[config.mk]
export PLATFORM = sky130hd
export DESIGN_NAME = blq_pointer_bank
export DESIGN_NICKNAME = d
export VERILOG_FILES = /design/src/logic/blq_ptr_reg.v /design/src/logic/blq_pointer_bank.v
export VERILOG_INCLUDE_DIRS = /design/src /design/src/logic
export SDC_FILE = /design/constraint.sdc
export NUM_CORES = 1
export LEC_CHECK = 0
export BUFFER_PORTS_ARGS = -buffer_cell sky130_fd_sc_hd__buf_2
export CAP_MARGIN = 0
export CORE_MARGIN = 1.5
export CORE_UTILIZATION = 30
export CTS_BUF_LIST = sky130_fd_sc_hd__clkbuf_8
export CTS_CLUSTER_SIZE = 8
export DETAILED_ROUTE_END_ITERATION = 8
export GPL_TIMING_DRIVEN = 0
export HOLD_SLACK_MARGIN = 0.12
export PLACE_DENSITY_LB_ADDON = 0.12
export SLEW_MARGIN = 5
export SYNTH_ARGS = -nofsm -noshare
export SYNTH_HDL_FRONTEND = slang
export SYNTH_HIERARCHICAL = 1
export SYNTH_SLANG_ARGS = --single-unit
[constraint.sdc]
create_clock -name core_clk -period 1.4 [get_ports core_clk]
set_clock_uncertainty 0.2 [all_clocks]
set_input_delay 0.14 -clock core_clk [delete_from_list [all_inputs] [get_ports core_clk]]
set_output_delay 0.14 -clock core_clk [all_outputs]
set_load 0.01 [all_outputs]
[src/logic/blq_regs.vh]
// register offsets, fields and reset values for the bulk list and done queue pointers
`ifndef BLQ_REGS_VH
`define BLQ_REGS_VH
`define BLQ_OFS_BULK_HEAD 8'h28
`define BLQ_OFS_BULK_CURRENT 8'h2c
`define BLQ_OFS_DONE_HEAD 8'h30
`define BLQ_PTR_RESET 32'h00000000
`define BLQ_PTR_MASK 32'hfffffff0
`define BLQ_LIST_FILLED_BIT 1
`define BLQ_BULK_ENABLE_BIT 5
`endif

[src/logic/blq_ptr_reg.v]
// one 32-bit descriptor pointer register with reserved low nibble
`timescale 1ns/10ps
`default_nettype none
`include "blq_regs.vh"
module blq_ptr_reg (
    input wire core_clk, // clock
    input wire rst_n, // async reset, active low
    input wire load, // take new value
    input wire [31:0] value, // new value
    output reg [31:0] q // held pointer
);
    // reserved low bits always hold the reset value
    always @(posedge core_clk or negedge rst_n) begin
        if (!rst_n) begin
            q <= `BLQ_PTR_RESET;
        end else if (load) begin
            q <= value & `BLQ_PTR_MASK;
        end
    end
endmodule
`default_nettype wire

[src/logic/blq_pointer_bank.v]
// bulk list current pointer and done queue head register bank
`timescale 1ns/10ps
`default_nettype none
`include "blq_regs.vh"
module blq_pointer_bank (
    input wire core_clk, // clock
    input wire rst_n, // async reset, active low
    input wire regWrite, // register write strobe
    input wire regRead, // register read strobe
    input wire [7:0] regAddr, // register offset
    input wire [31:0] regWdata, // write data
    output reg [31:0] regRdata, // read data
    input wire [31:0] controlRegister, // control register contents
    input wire [31:0] bulkHeadPointer, // bulk head pointer register
    input wire listFilledFlag, // list-filled flag from command status
    output wire listFilledClear, // pulse clearing the list-filled flag
    input wire endpointServed, // pulse: current endpoint descriptor served
    input wire [31:0] endpointNextPointer, // next pointer of served descriptor
    input wire listEnd, // pulse: traversal reached list end
    input wire transferCompleted, // pulse: transfer descriptor completed
    input wire [31:0] transferAddress, // address of completed descriptor
    output reg [31:0] nextDescriptorField, // value to write into next field
    output reg nextFieldWrite, // pulse: write next field
    input wire commAreaWrite, // pulse: copy done head to shared area
    output reg [31:0] commAreaDoneHead, // value copied to shared area
    output reg commAreaValid, // pulse: copy value valid
    output wire bulkListEnd // current pointer is zero
);
    ////////////////////////////////////////////////////////////////////
    // held pointer values
    wire [31:0] bulkCurrent;
    wire [31:0] doneHead;

    // control and address decode
    wire bulkEnable;
    wire bulkAddrHit;
    wire doneAddrHit;

    // register access strobes
    wire hostBulkWrite;
    wire hostDoneWrite;
    wire bulkReadHit;
    wire doneReadHit;

    // bulk pointer update sources, highest priority first
    wire bulkReloadHit;
    wire bulkStepHit;
    wire bulkHostHit;

    // done head update sources, highest priority first
    wire doneChainHit;
    wire doneFlushHit;
    wire doneHostHit;

    // next values for the two pointer registers
    reg bulkLoad;
    reg [31:0] next_bulk;
    reg doneLoad;
    reg [31:0] next_done;

    // next values for the registered outputs
    reg [31:0] next_rdata;
    reg [31:0] next_field;
    reg next_fieldWrite;
    reg [31:0] next_commHead;
    reg next_commValid;

    ////////////////////////////////////////////////////////////////////
    // register decode; bulk pointer writes locked while the list runs
    assign bulkEnable = controlRegister[`BLQ_BULK_ENABLE_BIT];
    assign bulkAddrHit = (regAddr == `BLQ_OFS_BULK_CURRENT);
    assign doneAddrHit = (regAddr == `BLQ_OFS_DONE_HEAD);
    assign hostBulkWrite = regWrite && bulkAddrHit && !bulkEnable;
    assign hostDoneWrite = regWrite && doneAddrHit;

    // reads sample the live pointers on the strobe edge
    assign bulkReadHit = regRead && bulkAddrHit;
    assign doneReadHit = regRead && doneAddrHit;

    // end of list is a zero pointer, the same as the reset value
    assign bulkListEnd = (bulkCurrent == `BLQ_PTR_RESET);

    ////////////////////////////////////////////////////////////////////
    // bulk update sources; list end outranks a served descriptor
    assign bulkReloadHit = listEnd && listFilledFlag;
    assign bulkStepHit = endpointServed && !listEnd;

    // host writes land only when no list event claims the cycle
    assign bulkHostHit = hostBulkWrite && !listEnd && !endpointServed;

    // flag clear goes out in the same cycle as the reload
    assign listFilledClear = bulkReloadHit;

    // bulk pointer next value; held across frames, never reset per frame
    always @* begin
        bulkLoad = 1'b0;
        next_bulk = bulkCurrent;
        if (bulkReloadHit) begin
            bulkLoad = 1'b1;
            next_bulk = bulkHeadPointer;
        end else if (bulkStepHit) begin
            bulkLoad = 1'b1;
            next_bulk = endpointNextPointer;
        end else if (bulkHostHit) begin
            bulkLoad = 1'b1;
            next_bulk = regWdata;
        end
    end

    ////////////////////////////////////////////////////////////////////
    // done head update sources; a completion outranks a flush
    assign doneChainHit = transferCompleted;
    assign doneFlushHit = commAreaWrite && !transferCompleted;
    assign doneHostHit = hostDoneWrite && !transferCompleted && !commAreaWrite;

    // done head next value; a flush empties the queue head
    always @* begin
        doneLoad = 1'b0;
        next_done = doneHead;
        if (doneChainHit) begin
            doneLoad = 1'b1;
            next_done = transferAddress;
        end else if (doneFlushHit) begin
            doneLoad = 1'b1;
            next_done = `BLQ_PTR_RESET;
        end else if (doneHostHit) begin
            doneLoad = 1'b1;
            next_done = regWdata;
        end
    end

    ////////////////////////////////////////////////////////////////////
    // pointer storage; reserved low bits are forced to zero inside
    blq_ptr_reg bulkReg (
        .core_clk(core_clk),
        .rst_n(rst_n),
        .load(bulkLoad),
        .value(next_bulk),
        .q(bulkCurrent)
    );

    blq_ptr_reg doneReg (
        .core_clk(core_clk),
        .rst_n(rst_n),
        .load(doneLoad),
        .value(next_done),
        .q(doneHead)
    );

    ////////////////////////////////////////////////////////////////////
    // completion chaining: the old head goes out with the write pulse
    always @* begin
        next_fieldWrite = doneChainHit;
        next_field = nextDescriptorField;
        if (doneChainHit) begin
            next_field = doneHead;
        end
    end

    // shared area copy: the head seen before the flush clears it
    always @* begin
        next_commValid = doneFlushHit;
        next_commHead = commAreaDoneHead;
        if (doneFlushHit) begin
            next_commHead = doneHead;
        end
    end

    // chaining outputs
    always @(posedge core_clk or negedge rst_n) begin
        if (!rst_n) begin
            nextDescriptorField <= `BLQ_PTR_RESET;
            nextFieldWrite <= 1'b0;
        end else begin
            nextDescriptorField <= next_field;
            nextFieldWrite <= next_fieldWrite;
        end
    end

    // shared area copy outputs
    always @(posedge core_clk or negedge rst_n) begin
        if (!rst_n) begin
            commAreaDoneHead <= `BLQ_PTR_RESET;
            commAreaValid <= 1'b0;
        end else begin
            commAreaDoneHead <= next_commHead;
            commAreaValid <= next_commValid;
        end
    end

    ////////////////////////////////////////////////////////////////////
    // read data select; unmapped offsets read zero
    always @* begin
        next_rdata = regRdata;
        if (bulkReadHit) begin
            next_rdata = bulkCurrent;
        end else if (doneReadHit) begin
            next_rdata = doneHead;
        end else if (regRead) begin
            next_rdata = `BLQ_PTR_RESET;
        end
    end

    // read data register, changes only on a read strobe
    always @(posedge core_clk or negedge rst_n) begin
        if (!rst_n) begin
            regRdata <= `BLQ_PTR_RESET;
        end else begin
            regRdata <= next_rdata;
        end
    end
endmodule
`default_nettype wire

# Yosys cells after proc, flatten, opt, wreduce, memory -nomap -nowiden
# Index checks and enable logic that the tools add are counted.
# Widths: inputs -> output; s select.
[word_totals]
reg_bits = 146
output_inout_bits = 100
elab_cells = 47
memories = 0
inputBits = 177
rom_bits = 0
ramBits = 0
latch_bits = 0
[classes]
n_reduce_logical = 23
magnitude_cmp = 0
n_shift = 0
n_mux = 15
addsub = 0
bitwise_logic = 0
mul = 0
n_eq_ne = 2
n_div = 0
[ops]
columns = ["op", "count"]
rows = [
  ["$mux 32", 9],
  ["$logic_not 32->1", 1],
  ["$eq 8x6->1 const B", 2],
  ["$logic_and 1x1->1", 12],
  ["$reduce_bool 3->1", 3],
  ["$mux 1", 6],
  ["$logic_not 1->1", 5],
  ["$reduce_and 2->1", 2],
]

# Longest topological paths before layout
[depth]
word_depth = 9
depth_mapped = 7
mapped_depth_nobuf = 5

# Modules after synthesis
# Netlist, hierarchy kept.
[modules_own_cells]
columns = ["module", "area_per_inst_um2", "instances", "cells_each"]
rows = [
  ["blq_pointer_bank", 5467.7, 1, 496],
  ["blq_ptr_reg", 1176.1, 2, 64],
]

# Worst setup path after synthesis
# Ideal clock, no wire load.
[synth_path]
kind = "input port to flip-flop"
startpoint = "in regAddr[3]"
endpoint = "reg doneReg.q[10]"
path_slack_ps = -425
arrival_time_ps = 1500
setup_ps = 125
stages = 7
path_buffers = 3
path_cell_list = "nor4_4 -> nand3_2 -> buf_4 -> nand2b_1 -> buf_6 -> buf_12 -> mux2_4"
[synth_via]
elab_chain_cells = 8
elab_cells_between_ends = 9
classes_between = "eq/ne: 1; mux: 3; reduce/logical: 5"
[synth_rtl]
columns = ["element", "line_no", "source"]
rows = [
  ["start: declaration", "blq_pointer_bank.v:10", "input wire [7:0] regAddr,"],
  ["$eq 8x6->1 (no line)", "--", ""],
  ["$logic_and 1x1->1", "blq_pointer_bank.v:74", "assign hostDoneWrite = regWrite && doneAddrHit;"],
  ["$logic_and 1x1->1 (2 in series)", "blq_pointer_bank.v:114", "assign doneHostHit = hostDoneWrite && !transferCompleted && !commAreaWrite;"],
  ["$mux 1", "blq_pointer_bank.v:126", "end else if (doneHostHit) begin"],
  ["$mux 1", "blq_pointer_bank.v:123", "end else if (doneFlushHit) begin"],
  ["$mux 1", "blq_pointer_bank.v:120", "if (doneChainHit) begin"],
  ["via doneLoad", "blq_pointer_bank.v:58", "reg doneLoad;"],
  ["$reduce_and 2->1 (no line)", "--", ""],
  ["end signal: assignment", "blq_ptr_reg.v:15", "q <= `BLQ_PTR_RESET;"],
  ["end signal: assignment", "blq_ptr_reg.v:17", "q <= value & `BLQ_PTR_MASK;"],
  ["end: declaration", "blq_ptr_reg.v:10", "output reg [31:0] q"],
]
# The timed path passes the listed nets, and every way through them passes these cells.
# A chain may end at the register's enable or synchronous reset.

# Worst setup path in the final report
[layout_path]
startpoint = "reg bulkReg.q[10]"
endpoint = "out bulkListEnd"
[layout_via]
elab_chain_cells = 1
[layout_rtl]
columns = ["element", "line_no", "source"]
rows = [
  ["start: declaration", "blq_ptr_reg.v:10", ""],
  ["start signal: assignment", "blq_ptr_reg.v:15", ""],
  ["start signal: assignment", "blq_ptr_reg.v:17", ""],
  ["$logic_not 32->1 (no line)", "--", ""],
  ["end: declaration", "blq_pointer_bank.v:27", "output wire bulkListEnd"],
]
# Every way passes these cells.

==> metrics.txt <==
PortBufs=229; vias in the first global route=6690; full die area=0.02648 mm^2; # setup viols final=55; Sw Share=31.11%; Std-Cell Rows=58; status=finished, violations left; Ports=277; final cycle utilization of the critical path=152.5%; Final Hold Viols=154; # DRC=0; setup TNS=-4.928 ns; max-slew violation count=0; fin util=45.32%; Placed Area=0.009344 mm^2; Startpoint Class=flop; combinational power share=23.9%; Initial DRC Count=277; Int Pwr=8.043 mW; largest net degree at the start of global routing=84; Routed met1 length=12600 um; initial core utilization=30.49%; Hold/Removal Path Class=input port to async pin; clock power share=27.8%; CP max FO=2; met3 WL=1362 um; final hold slack=-0.5744 ns; total gr overflow=0; router iterations before antenna repair=4; CTS sink cnt=154; CTS Hold Bufs=113; crit path time final=2.135 ns; reg2reg end=bulkReg/q[14]; layout cells sized above 1=46.81%; Max Cap Violations=0; Critical Path RT=1.06 ns; post-route insts no fill=1334; failing checks=hold timing, setup timing; via count=6325; Yosys warnings=6; via/cell ratio=4.741; met2 wire length=12630 um; CP Capture Type=output pin; Max-slew headroom=51.04%; fin nets=1166; clk_lat worst skew=0.46 ns; CP Class=flop to output pin; Flop pwr share=48.2%; Psw=3.633 mW; Top Metal Used=met4; RD Place Congestion=0.7492; root buffer cell=clkbuf_8; CTS tree=done; cell count after synthesis=600; reg2reg setup slack=0.04 ns; clock-pin slew on the worst setup and hold paths=0.09 ns; RSZ-0062 raised after global routing=yes; gr usage total=20.73%; Placed Cells=1166; CP arrival=1.79 ns; Antenna Violating Nets Remaining=0; initial antenna violation count=2; Static Leakage=5.974 nW; Worst-Margin Slew=0.7344 ns; r2r startpoint=bulkReg/q[14]; fin worst setup slack=-0.7348 ns; drt total wl=27020 um; R2R cell count=4; syn avg cell area=12.76 um^2; Max Clk Rate=468.4 MHz; design area=0.01138 mm^2; DIE HEIGHT=162.7 um; Max clock buf depth=2; first-pass GRT wire length=40330 um; Final HPWL DP=17980 um; Placeable Area=0.02511 mm^2; post-DR wirelength/cell=20.25 um; CTS buffer count=17; H-tree levels=4; area delta synth->final=48.64%; PD cells=1026 mW/mm^2; VDD IR max=0.0005723 V; Die X=162.7 um; Synth Cell Area=0.007655 mm^2
-- worst max-delay path, cell delays in order (launching register included) --
cell and delay, ns:
dfrtp_2 0.43, nor4_4 0.35, nand4_1 0.25, nor2_1 0.16
buf_2 0.16
-- per-stage QoR --
step	total power [mW]	setup slack (ns)	hold WS, ns
2_1_floorplan	6.996	-0.3303	-0.3556
3_3_place_gp	8.041	-2.663	0.08904
3_5_place_dp	8.081	-0.7446	-0.04907
4_1_cts	11.82	-0.7576	-0.5619
5_1_grt	12.32	-0.8072	-0.5538
6_report	11.68	-0.7348	-0.5744
-- cells in the final DEF (no fill, tap or decap), types with 4 or more instances in the layout --
cell	n
a21o_1	12
a221o_1	16
a22o_1	12
a22oi_1	28
buf_12	18
buf_2	234
buf_4	19
buf_6	6
buf_8	5
clkbuf_1	11
clkbuf_2	7
clkbuf_8	19
clkinvlp_4	4
conb_1	8
dfrtp_1	152
dlygate4sd3_1	113
inv_6	4
mux2_2	71
mux2_4	49
mux2i_1	54
nand2_1	30
nor2_1	8
nor2b_1	16
o21ai_1	55
-- registers in the layout, summed over array words and instances (netlist names) --
| register | cells |
|---|---|
| commAreaDoneHead | 32 |
| bulkReg/q | 28 |
| doneReg/q | 28 |
| nextFieldWrite | 1 |
| commAreaValid | 1 |
| nextDescriptorField | 32 |
| regRdata | 32 |
-- final cells by class --
cell class / instances / area [um^2]
diodes: 2 / 5.005
plain buffers: 50 / 439.2
clock buffers: 19 / 261.5
clock inverters: 13 / 107.6
fillers: 2400 / 13730
inverters: 2 / 7.507
multi-input cells: 396 / 3581
flip-flops and latches: 154 / 3856
well taps: 330 / 412.9
repair buffers: 368 / 2708
-- power groups by stage --
stage | Clock (mW) | Sequential [mW] | Combinational (mW)
after floorplan | 0 | 5.69 | 1.31
after global placement | 0 | 5.68 | 2.36
after detailed placement | 0 | 5.69 | 2.40
after CTS | 3.39 | 5.63 | 2.80
after global routing | 3.55 | 5.73 | 3.04
final | 3.25 | 5.63 | 2.80
-- worst max path at each step --
stage                       start                     end  slack, ns  depth (start not counted)
finish              bulkReg/q[10]             bulkListEnd      -0.73                          4
global route        bulkReg/q[10]             bulkListEnd      -0.81                          4
CTS                 bulkReg/q[10]             bulkListEnd      -0.76                          4
detailed placement     regAddr[6]           doneReg/q[22]      -0.74                          8
global placement            rst_n  nextDescriptorField[8]      -2.66                          1
floorplan                 listEnd           bulkReg/q[10]      -0.33                          7
-- what timing repair did --
item	4_1_cts	5_1_grt
setup endpoints to repair	104	60
gates cloned	7	0
hold endpoints to repair	211	154
pin swaps	9	8
setup buffers	17	6
gates resized for setup	82	12
-- per-layer routing --
layer  GRT usage [%]  up-vias
met3           3.871       29
met1           28.33     3118
met5               0        -
met4           5.505        0
met2           33.60      190
li1                -     2988
Power figures use the tool's default switching activity.
